===== src/hdl/ebtad_regs.vh =====
// Constants for the external bus timing and area decode block
`ifndef EBTAD_REGS_VH
`define EBTAD_REGS_VH

// ==========================================================
// Bus and address map
`define EBTAD_NCS          8
`define EBTAD_WIN_BIT      28
`define EBTAD_REG_IDX      6:2
`define EBTAD_REG_LAST     5'h18
`define EBTAD_IDX_TIM      5'h00
`define EBTAD_IDX_AREA     5'h08
`define EBTAD_IDX_MODE     5'h10
`define EBTAD_IDX_STAT     5'h18
`define EBTAD_REGION       27:20
`define EBTAD_PAGE_TAG     27:4

// ==========================================================
// Access timing register fields
`define EBTAD_F_WIDLE      31:28
`define EBTAD_F_WSTRB      27:24
`define EBTAD_F_WSETUP     23:20
`define EBTAD_F_WRITE_ACCESS_CYCLES       19:16
`define EBTAD_F_RIDLE      15:12
`define EBTAD_F_FIRST      11:8
`define EBTAD_F_RSETUP     7:4
`define EBTAD_F_READ_ACCESS_CYCLES       3:0
`define EBTAD_TIM_RST      32'h055ff00f

// ==========================================================
// Region decode register fields
`define EBTAD_F_MASK       22:16
`define EBTAD_F_BASE       7:0
`define EBTAD_AREA_WMASK   32'h007f00ff
`define EBTAD_MASK_RST     7'h0f
`define EBTAD_BASE_STEP    8'h10

// ==========================================================
// Mode register bits
`define EBTAD_M_PAGE       0
`define EBTAD_M_SWS        1
`define EBTAD_M_NAND       2
`define EBTAD_MODE_W       3
`define EBTAD_MODE_RST     3'h0

// ==========================================================
// Bus protocol and state codes
`define EBTAD_HRESP_OKAY   1'b0
`define EBTAD_HRESP_ERROR  1'b1
`define EBTAD_ST_IDLE      3'h0
`define EBTAD_ST_ACC       3'h1
`define EBTAD_ST_GAP       3'h2
`define EBTAD_ST_ERR1      3'h3
`define EBTAD_ST_ERR2      3'h4
`define EBTAD_ST_REGRD     3'h5

`endif


===== src/hdl/ebtad_cs_decode.v =====
// Chip-select region decoder
`timescale 1ns/1ps
`include "ebtad_regs.vh"

module ebtad_cs_decode (
  // Address and region settings
  input  wire [7:0]   region,
  input  wire [255:0] area_flat,
  // Result
  output reg          hit_any,
  output reg  [2:0]   hit_idx
);

  wire [`EBTAD_NCS-1:0] match;
  integer k;

  // ==========================================================
  // Masked compare per chip select
  genvar g;
  generate
    for (g = 0; g < `EBTAD_NCS; g = g + 1) begin : g_cmp
      wire [31:0] area = area_flat[g*32 +: 32];
      wire [7:0]  keep = ~{1'b0, area[`EBTAD_F_MASK]};
      assign match[g] = ((region & keep) == (area[`EBTAD_F_BASE] & keep));
    end
  endgenerate

  // ==========================================================
  // Lowest index wins; overlapping regions are a software fault
  always @* begin
    hit_any = 1'b0;
    hit_idx = 3'h0;
    for (k = `EBTAD_NCS - 1; k >= 0; k = k - 1) begin
      if (match[k]) begin
        hit_any = 1'b1;
        hit_idx = k[2:0];
      end
    end
  end

endmodule // ebtad_cs_decode


===== src/hdl/ebtad_reg_file.v =====
// Register storage for timing, region and mode settings
`timescale 1ns/1ps
`include "ebtad_regs.vh"

module ebtad_reg_file (
  // Clock and reset
  input  wire         clk,
  input  wire         reset,
  // Write and read port
  input  wire         wr_en,
  input  wire [4:0]   wr_idx,
  input  wire [31:0]  wr_data,
  input  wire [4:0]   rd_idx,
  input  wire [31:0]  status,
  output reg  [31:0]  rd_data,
  // Settings to the engine
  output wire [255:0] tim_flat,
  output wire [255:0] area_flat,
  output wire [23:0]  mode_flat
);

  reg [31:0] tim  [0:`EBTAD_NCS-1];
  reg [31:0] area [0:`EBTAD_NCS-1];
  reg [`EBTAD_MODE_W-1:0] mode [0:`EBTAD_NCS-1];
  integer i;

  // Group of an index: 0 timing, 1 area, 2 mode, 3 status or unmapped
  function [1:0] grp;
    input [4:0] idx;
    begin
      if (idx < `EBTAD_IDX_AREA)
        grp = 2'h0;
      else if (idx < `EBTAD_IDX_MODE)
        grp = 2'h1;
      else if (idx < `EBTAD_IDX_STAT)
        grp = 2'h2;
      else
        grp = 2'h3;
    end
  endfunction

  // ==========================================================
  // Storage
  always @(posedge clk) begin
    if (reset) begin
      for (i = 0; i < `EBTAD_NCS; i = i + 1) begin
        tim[i]  <= `EBTAD_TIM_RST;
        area[i] <= {9'h000, `EBTAD_MASK_RST, 8'h00, `EBTAD_BASE_STEP * i[7:0]};
        mode[i] <= `EBTAD_MODE_RST;
      end
    end else if (wr_en) begin
      case (grp(wr_idx))
        2'h0: tim[wr_idx[2:0]] <= wr_data;
        2'h1: area[wr_idx[2:0]] <= wr_data & `EBTAD_AREA_WMASK;
        2'h2: mode[wr_idx[2:0]] <= wr_data[`EBTAD_MODE_W-1:0];
        default: ;
      endcase
    end
  end

  // ==========================================================
  // Read mux; unmapped words read as zero
  always @* begin
    case (grp(rd_idx))
      2'h0: rd_data = tim[rd_idx[2:0]];
      2'h1: rd_data = area[rd_idx[2:0]];
      2'h2: rd_data = {29'h0, mode[rd_idx[2:0]]};
      default: rd_data = (rd_idx == `EBTAD_IDX_STAT) ? status : 32'h0;
    endcase
  end

  genvar g;
  generate
    for (g = 0; g < `EBTAD_NCS; g = g + 1) begin : g_flat
      assign tim_flat[g*32 +: 32] = tim[g];
      assign area_flat[g*32 +: 32] = area[g];
      assign mode_flat[g*3 +: 3] = mode[g];
    end
  endgenerate

endmodule // ebtad_reg_file


===== src/hdl/ebtad_top.v =====
// External memory bus timing engine with chip-select area decode
//
// Functional notes
// - Write setup lasts code plus one, strobe off
// - Write access lasts code plus one, address held
// - Idle of code plus one after reads
// - First-read field unused when page off, select zero
// - Select one, page off: read strobe lasts first-read plus one
// - Page on, select zero: first access waits first-read cycles
// - Reduced variant ignores first-read strobe width
// - Read setup lasts exactly code cycles, strobe off
// - Read access lasts code plus one, data sampled last
// - NAND strobes follow ordinary strobe timing
// - Masked compare of address 27:20 with base
// - Mask sets region size, reset gives 16MB
// - Base maps onto address 27:20 of window
// - Only 25 external address bits driven
// - Unmapped window access gets error response
// - Page reads continue to 16-byte boundary
// - Select zero: strobe is access minus setup
// - Timing changes apply only after access completes
`timescale 1ns/1ps
`include "ebtad_regs.vh"

module ebtad_top #(
  parameter REDUCED = 0,
  parameter AW      = 25,
  parameter DW      = 32
) (
  // Clock and reset
  input  wire          SYS_CLK,
  input  wire          RESET,
  // AHB-Lite slave
  input  wire          HSEL,
  input  wire [31:0]   HADDR,
  input  wire [1:0]    HTRANS,
  input  wire          HWRITE,
  input  wire [2:0]    HSIZE,
  input  wire [31:0]   HWDATA,
  input  wire          HREADY,
  output reg           HREADYOUT,
  output reg           HRESP,
  output reg  [31:0]   HRDATA,
  // External memory
  output reg  [AW-1:0] MEM_ADDR,
  output reg  [7:0]    MEM_CHIP_SELECT_N,
  output reg           MEM_READ_STROBE_N,
  output reg           MEM_WRITE_STROBE_N,
  output reg           MEM_NAND_WRITE_STROBE_N,
  output reg           MEM_NAND_READ_STROBE_N,
  input  wire [DW-1:0] MEM_DQ_IN,
  output reg  [DW-1:0] MEM_DQ_OUT,
  output reg           MEM_DQ_OE_N
);

  // ==========================================================
  // Declarations
  reg  [2:0]   state;
  reg  [5:0]   cnt;
  reg  [5:0]   len;
  reg  [31:0]  t;
  reg  [2:0]   m;
  reg          a_wr;
  reg  [2:0]   a_cs;
  reg          page_vld;
  reg  [23:0]  page_tag;
  reg  [2:0]   page_cs;
  reg          wr_pend;
  reg  [4:0]   wr_idx;
  reg  [4:0]   rd_idx;
  reg  [2:0]   last_cs;
  reg          last_wr;
  reg          last_err;

  reg  [2:0]   next_state;
  reg  [5:0]   next_cnt;
  reg  [5:0]   next_len;
  reg  [31:0]  next_t;
  reg  [2:0]   next_m;
  reg          next_wr;
  reg  [2:0]   next_cs;
  reg          start;
  reg          next_rd_on;
  reg          next_wr_on;

  wire         hit_any;
  wire [2:0]   hit_idx;
  wire [255:0] tim_flat;
  wire [255:0] area_flat;
  wire [23:0]  mode_flat;
  wire [31:0]  reg_rdata;
  wire [31:0]  status = {26'h0, last_err, last_wr, 1'b0, last_cs};

  wire         ready_st = (state == `EBTAD_ST_IDLE) || (state == `EBTAD_ST_ERR2);
  wire         accept   = HSEL && HREADY && HTRANS[1] && ready_st;
  wire         is_reg   = HADDR[`EBTAD_WIN_BIT];
  wire [31:0]  tim_sel  = tim_flat[hit_idx*32 +: 32];
  wire [2:0]   mode_sel = mode_flat[hit_idx*3 +: 3];
  wire         page_hit = page_vld && (page_cs == hit_idx) && (page_tag == HADDR[`EBTAD_PAGE_TAG]);

  // ==========================================================
  // Leaves
  ebtad_cs_decode u_dec (
    .region    (HADDR[`EBTAD_REGION]),
    .area_flat (area_flat),
    .hit_any   (hit_any),
    .hit_idx   (hit_idx)
  );

  ebtad_reg_file u_regs (
    .clk       (SYS_CLK),
    .reset     (RESET),
    .wr_en     (wr_pend),
    .wr_idx    (wr_idx),
    .wr_data   (HWDATA),
    .rd_idx    (rd_idx),
    .status    (status),
    .rd_data   (reg_rdata),
    .tim_flat  (tim_flat),
    .area_flat (area_flat),
    .mode_flat (mode_flat)
  );

  // ==========================================================
  // Access sequencer
  always @* begin
    next_state = state;
    next_cnt   = cnt;
    next_len   = len;
    next_t     = t;
    next_m     = m;
    next_wr    = a_wr;
    next_cs    = a_cs;
    start      = 1'b0;
    case (state)
      `EBTAD_ST_IDLE, `EBTAD_ST_ERR2: begin
        next_state = `EBTAD_ST_IDLE;
        if (accept && is_reg && !HWRITE) begin
          next_state = `EBTAD_ST_REGRD;
        end else if (accept && !is_reg) begin
          if (hit_any) begin
            start      = 1'b1;
            next_state = `EBTAD_ST_ACC;
            next_cnt   = 6'h00;
            next_t     = tim_sel;
            next_m     = mode_sel;
            next_wr    = HWRITE;
            next_cs    = hit_idx;
            if (HWRITE)
              next_len = {2'b00, tim_sel[`EBTAD_F_WRITE_ACCESS_CYCLES]};
            else if (mode_sel[`EBTAD_M_PAGE] && !mode_sel[`EBTAD_M_SWS] && !page_hit)
              next_len = {2'b00, tim_sel[`EBTAD_F_FIRST]} + {2'b00, tim_sel[`EBTAD_F_READ_ACCESS_CYCLES]};
            else
              next_len = {2'b00, tim_sel[`EBTAD_F_READ_ACCESS_CYCLES]};
          end else begin
            next_state = `EBTAD_ST_ERR1;
          end
        end
      end
      `EBTAD_ST_ACC: begin
        if (cnt == len) begin
          next_state = `EBTAD_ST_GAP;
          next_cnt   = 6'h00;
          next_len   = a_wr ? {2'b00, t[`EBTAD_F_WIDLE]} : {2'b00, t[`EBTAD_F_RIDLE]};
        end else begin
          next_cnt = cnt + 6'h01;
        end
      end
      `EBTAD_ST_GAP: begin
        if (cnt == len)
          next_state = `EBTAD_ST_IDLE;
        else
          next_cnt = cnt + 6'h01;
      end
      `EBTAD_ST_ERR1: next_state = `EBTAD_ST_ERR2;
      `EBTAD_ST_REGRD: next_state = `EBTAD_ST_IDLE;
      default: next_state = `EBTAD_ST_IDLE;
    endcase
  end

  // ==========================================================
  // Strobe windows for the coming cycle
  always @* begin
    next_wr_on = (next_state == `EBTAD_ST_ACC) && next_wr &&
                 (next_cnt > {2'b00, next_t[`EBTAD_F_WSETUP]}) &&
                 (next_cnt <= {2'b00, next_t[`EBTAD_F_WSETUP]} + {2'b00, next_t[`EBTAD_F_WSTRB]} + 6'h01);
    next_rd_on = (next_state == `EBTAD_ST_ACC) && !next_wr &&
                 (next_cnt >= {2'b00, next_t[`EBTAD_F_RSETUP]});
    // Reduced parts lack the width option, so the select bit is ignored there
    if (REDUCED == 0 && next_m[`EBTAD_M_SWS] && !next_m[`EBTAD_M_PAGE]) begin
      if (next_cnt > {2'b00, next_t[`EBTAD_F_RSETUP]} + {2'b00, next_t[`EBTAD_F_FIRST]})
        next_rd_on = 1'b0;
    end
  end

  // ==========================================================
  // Registers
  always @(posedge SYS_CLK) begin
    if (RESET) begin
      state                   <= `EBTAD_ST_IDLE;
      cnt                     <= 6'h00;
      len                     <= 6'h00;
      t                       <= `EBTAD_TIM_RST;
      m                       <= `EBTAD_MODE_RST;
      a_wr                    <= 1'b0;
      a_cs                    <= 3'h0;
      page_vld                <= 1'b0;
      page_tag                <= 24'h000000;
      page_cs                 <= 3'h0;
      wr_pend                 <= 1'b0;
      wr_idx                  <= 5'h00;
      rd_idx                  <= 5'h00;
      last_cs                 <= 3'h0;
      last_wr                 <= 1'b0;
      last_err                <= 1'b0;
      HREADYOUT               <= 1'b1;
      HRESP                   <= `EBTAD_HRESP_OKAY;
      HRDATA                  <= 32'h00000000;
      MEM_ADDR                <= {AW{1'b0}};
      MEM_CHIP_SELECT_N       <= 8'hff;
      MEM_READ_STROBE_N       <= 1'b1;
      MEM_WRITE_STROBE_N      <= 1'b1;
      MEM_NAND_WRITE_STROBE_N <= 1'b1;
      MEM_NAND_READ_STROBE_N  <= 1'b1;
      MEM_DQ_OUT              <= {DW{1'b0}};
      MEM_DQ_OE_N             <= 1'b1;
    end else begin
      state     <= next_state;
      cnt       <= next_cnt;
      len       <= next_len;
      t         <= next_t;
      m         <= next_m;
      a_wr      <= next_wr;
      a_cs      <= next_cs;
      // Register writes land one cycle later, in the data phase
      wr_pend   <= accept && is_reg && HWRITE && (HADDR[`EBTAD_REG_IDX] < `EBTAD_REG_LAST);
      wr_idx    <= HADDR[`EBTAD_REG_IDX];
      if (accept && is_reg && !HWRITE)
        rd_idx <= HADDR[`EBTAD_REG_IDX];
      HREADYOUT <= (next_state == `EBTAD_ST_IDLE) || (next_state == `EBTAD_ST_ERR2);
      HRESP     <= ((next_state == `EBTAD_ST_ERR1) || (next_state == `EBTAD_ST_ERR2)) ?
                   `EBTAD_HRESP_ERROR : `EBTAD_HRESP_OKAY;
      if (state == `EBTAD_ST_REGRD)
        HRDATA <= reg_rdata;
      else if (state == `EBTAD_ST_ACC && !a_wr && cnt == len)
        HRDATA <= MEM_DQ_IN;
      if (next_state == `EBTAD_ST_ERR1)
        last_err <= 1'b1;
      else if (start)
        last_err <= 1'b0;
      if (start) begin
        MEM_ADDR <= HADDR[AW-1:0];
        last_cs  <= hit_idx;
        last_wr  <= HWRITE;
        page_tag <= HADDR[`EBTAD_PAGE_TAG];
        page_cs  <= hit_idx;
      end
      // A page stays open only across reads in page mode
      if (start && (HWRITE || !mode_sel[`EBTAD_M_PAGE]))
        page_vld <= 1'b0;
      else if (state == `EBTAD_ST_ACC && !a_wr && cnt == len && m[`EBTAD_M_PAGE])
        page_vld <= 1'b1;
      MEM_CHIP_SELECT_N <= (next_state == `EBTAD_ST_ACC) ? ~(8'h01 << next_cs) : 8'hff;
      // NAND mode moves the same windows onto the dedicated strobes
      MEM_READ_STROBE_N       <= ~(next_rd_on && !next_m[`EBTAD_M_NAND]);
      MEM_WRITE_STROBE_N      <= ~(next_wr_on && !next_m[`EBTAD_M_NAND]);
      MEM_NAND_READ_STROBE_N  <= ~(next_rd_on && next_m[`EBTAD_M_NAND]);
      MEM_NAND_WRITE_STROBE_N <= ~(next_wr_on && next_m[`EBTAD_M_NAND]);
      // Write data is in its data phase from access cycle 0 onward
      if (state == `EBTAD_ST_ACC && a_wr)
        MEM_DQ_OUT <= HWDATA;
      MEM_DQ_OE_N <= ~(state == `EBTAD_ST_ACC && a_wr && next_state == `EBTAD_ST_ACC);
    end
  end

endmodule // ebtad_top


===== config.mk =====
export PLATFORM = sky130hd
export DESIGN_NAME = ebtad_top
export DESIGN_NICKNAME = d
export VERILOG_FILES = /design/src/hdl/ebtad_cs_decode.v /design/src/hdl/ebtad_reg_file.v /design/src/hdl/ebtad_top.v
export VERILOG_INCLUDE_DIRS = /design/src /design/src/hdl
export SDC_FILE = /design/constraint.sdc
export NUM_CORES = 1
export LEC_CHECK = 0
export BUFFER_PORTS_ARGS = -buffer_cell sky130_fd_sc_hd__buf_2
export CORE_ASPECT_RATIO = 1.2
export CORE_MARGIN = 2
export CORE_UTILIZATION = 55
export CTS_CLUSTER_DIAMETER = 80
export DETAILED_ROUTE_END_ITERATION = 8
export PLACE_DENSITY = 0.74
export SYNTH_ARGS = -nofsm -noshare
export SYNTH_HDL_FRONTEND = slang
export SYNTH_HIERARCHICAL = 1
export SYNTH_SLANG_ARGS = --single-unit

===== constraint.sdc =====
create_clock -name SYS_CLK -period 15.7 [get_ports SYS_CLK]
set_clock_uncertainty 0.2 [all_clocks]
set_input_delay 0.785 -clock SYS_CLK [delete_from_list [all_inputs] [get_ports SYS_CLK]]
set_output_delay 0.785 -clock SYS_CLK [all_outputs]
set_load 0.02 [all_outputs]

==> flow_metrics.tcl <==
set metrics [dict create \
    status "finished clean" \
    max-cap-violations 0 \
    routedWlPerCell_um 25.8 \
    synthCells 2415 \
    first_pass_iters 5 \
    worst_pin_slew_ns 1.14 \
    fin_cells 3287 \
    antenna_found_initial 0 \
    worstPathRequired_ns 15.98 \
    gr-usage-all-layers_pct 29.9 \
    drive_above_1_share_pct 19.5 \
    slew_headroom_pct 24.2 \
    crit_chain "buf_2 > xnor2_1 > o22ai_1 > nor4_1 > nor2_1 > a221oi_2 > o21ba_4 > buf_4 > mux4_2 > mux2i_1 > nor2_1 > a21oi_1 > ha_1 > inv_1 > fa_1 > a21o_1 > a21oi_1 > ha_1 > and2_0 > a221oi_1 > a41oi_1 > a2111oi_4 > nand2_1" \
    min_path_type "input port to register" \
    die_w_um 217 \
    globalplace.congestion 0.922 \
    grt_overflow 0 \
    drt_first_iter_violations 2354 \
    irDropWorstVdd_mv 0.0898 \
    grt_max_degree 111 \
    pwr-share-comb_pct 11.2 \
    die_area_um2 56200 \
    ant_nets 0 \
    dp_slack_ns 8.12 \
    route.detailed.drc 0 \
    io_buffers 202 \
    period_minus_slack_ns 7.00 \
    cts-resized-gates 0 \
    p_sw_mw 0.839 \
    grt_pass1_wl_um 126000 \
    core.rowCount 93 \
    syn_avg_cell_area_um2 12.4 \
    finalMaxSlewViolations 0 \
    pin_count 210 \
    final_hold_viol_count 0 \
    timing.fmax_mhz 143 \
    cts_root_buffer "clkbuf_16" \
    setup-violations-final 0 \
    ys_warn_count 6 \
    cts.sinks 569 \
    clock_latency_ns 0.63 \
    seq_power_share_pct 48.8 \
    clkPwrFrac_pct 40.1 \
    cts.path.max_buffers 3 \
    syn_to_final_growth_pct 10.0 \
    fin_tns_setup_ns 0 \
    grt_pass1_vias 20368 \
    postCtsHoldBufs 0 \
    worstPathMaxFanout 29 \
    start_kind "input port" \
    p_per_area_nw_per_um2 103 \
    min_period_over_period_pct 44.6 \
    cts_buffers 57 \
    die_h_um 259 \
    critPathArrivalTime_ns 7.27 \
    core_area_um2 53600 \
    crit_path_max_incr_delay_ns 0.59 \
    path_clk_slew_ns 0.06 \
    htree_num_levels 2 \
    nFillCells 4112 \
    endpoint_kind "register" \
    slowest_stage "buf_4" \
    wl_um 84800 \
    syn_area_um2 29900 \
    leakage_nw 10.8 \
    switching_share_pct 24.7 \
    start_util_pct 55.7 \
    rsz0062_at_grt "no" \
    vias 20794 \
    cts_setup_buffers 0 \
    viasPerCell 6.33 \
    dp_cells 3179 \
    finish.net_count 2667 \
    fin_ws_ns 8.70 \
    tritoncts "yes" \
    path_class "input port to register" \
    hpwl_um 55600 \
    intPower_mw 2.55 \
]
-- cells in the final DEF, fill, tap and decap left out, types with 32 or more instances in the layout --
master	n
a211oi_1	38
a21oi_1	95
and2_1	229
buf_2	201
clkbuf_16	60
dfxtp_1	166
edfxtp_1	400
ha_1	32
mux2i_1	117
mux4_1	53
mux4_2	106
nand2_1	210
nor2_1	124
or3_1	176
xnor2_1	92
-- area by class of cell --
| class | count | area [um2] | area share, % |
|---|---|---|---|
| clock buffers | 86 | 1650 | 5.04 |
| repair buffers | 233 | 1250 | 3.81 |
| clock inverters | 21 | 186 | 0.568 |
| inverters | 21 | 78.8 | 0.240 |
| multi-input cells | 1644 | 13400 | 40.7 |
| diodes | 1 | 2.50 | 0.00762 |
| flip-flops and latches | 569 | 15400 | 46.9 |
| well taps | 712 | 891 | 2.71 |
-- state kept, by name (all words and copies together), names as in the netlist, 4 cells and up --
register	cells
len	5
u_regs/mode	24
MEM_DQ_OUT	32
rd_idx	5
wr_idx	5
page_tag	4
t	24
MEM_ADDR	24
MEM_CHIP_SELECT_N	8
u_regs/area	120
HRDATA	32
u_regs/tim	256
cnt	6
-- critical path: cells and delay by family --
kind,cells,cell delay (ns)
AO/OA/AOI/OAI,9,2.19
XOR/XNOR,1,0.18
adder cells (fa/ha/maj),3,0.89
buffers and inverters,3,1.03
multiplexers,2,1.13
AND/OR/NAND/NOR,5,1.04
-- routing by layer --
layer | wire (um) | vias up | GRT usage, %
li1 | - | 9145 | -
met1 | 32200 | 10317 | 39.4
met2 | 41700 | 1139 | 50.2
met3 | 7770 | 193 | 4.44
met4 | 3180 | 0 | 11.6
met5 | 0 | - | 0
-- final timing paths --
| kind | start | to | slack [ns] | cells past startpoint |
|---|---|---|---|---|
| setup / recovery | HADDR[24] | MEM_WRITE_STROBE_N$_SDFF_PP1_ | 8.70 | 23 |
| hold / removal | HADDR[0] | MEM_ADDR[0]$_SDFFE_PP0P_ | 0.20 | 3 |
| setup reg to reg | u_regs/area[5][4]$_SDFFCE_PN1P_ | MEM_WRITE_STROBE_N$_SDFF_PP1_ | 8.82 | 22 |
| hold reg to reg | MEM_DQ_OUT[10]$_SDFFE_PP0P_ | MEM_DQ_OUT[10]$_SDFFE_PP0P_ | 0.25 | 2 |
-- through the flow --
| stage | total power, mW | hold WS (ns) | util [%] | cell area (um2) |
|---|---|---|---|---|
| 6_report | 3.39 | 0.198 | 61.2 | 32800 |
| 5_1_grt | 3.48 | 0.202 | 61.2 | 32800 |
| 4_1_cts | 3.40 | 0.174 | 61.2 | 32800 |
| 3_5_place_dp | 2.06 | 0.244 | 57.8 | 31000 |
| 3_3_place_gp | 2.05 | 0.237 | 57.8 | 31000 |
| 2_1_floorplan | 1.94 | 0.235 | - | 30000 |
-- power groups by stage --
stage | registers [mW] | clock network (mW) | logic [mW]
detailed placement | 1.69 | 0 | 0.375
floorplan | 1.68 | 0 | 0.259
CTS | 1.65 | 1.37 | 0.376
finish | 1.65 | 1.36 | 0.378
global route | 1.66 | 1.42 | 0.400
global placement | 1.68 | 0 | 0.366
Power figures use the tool's default switching activity.
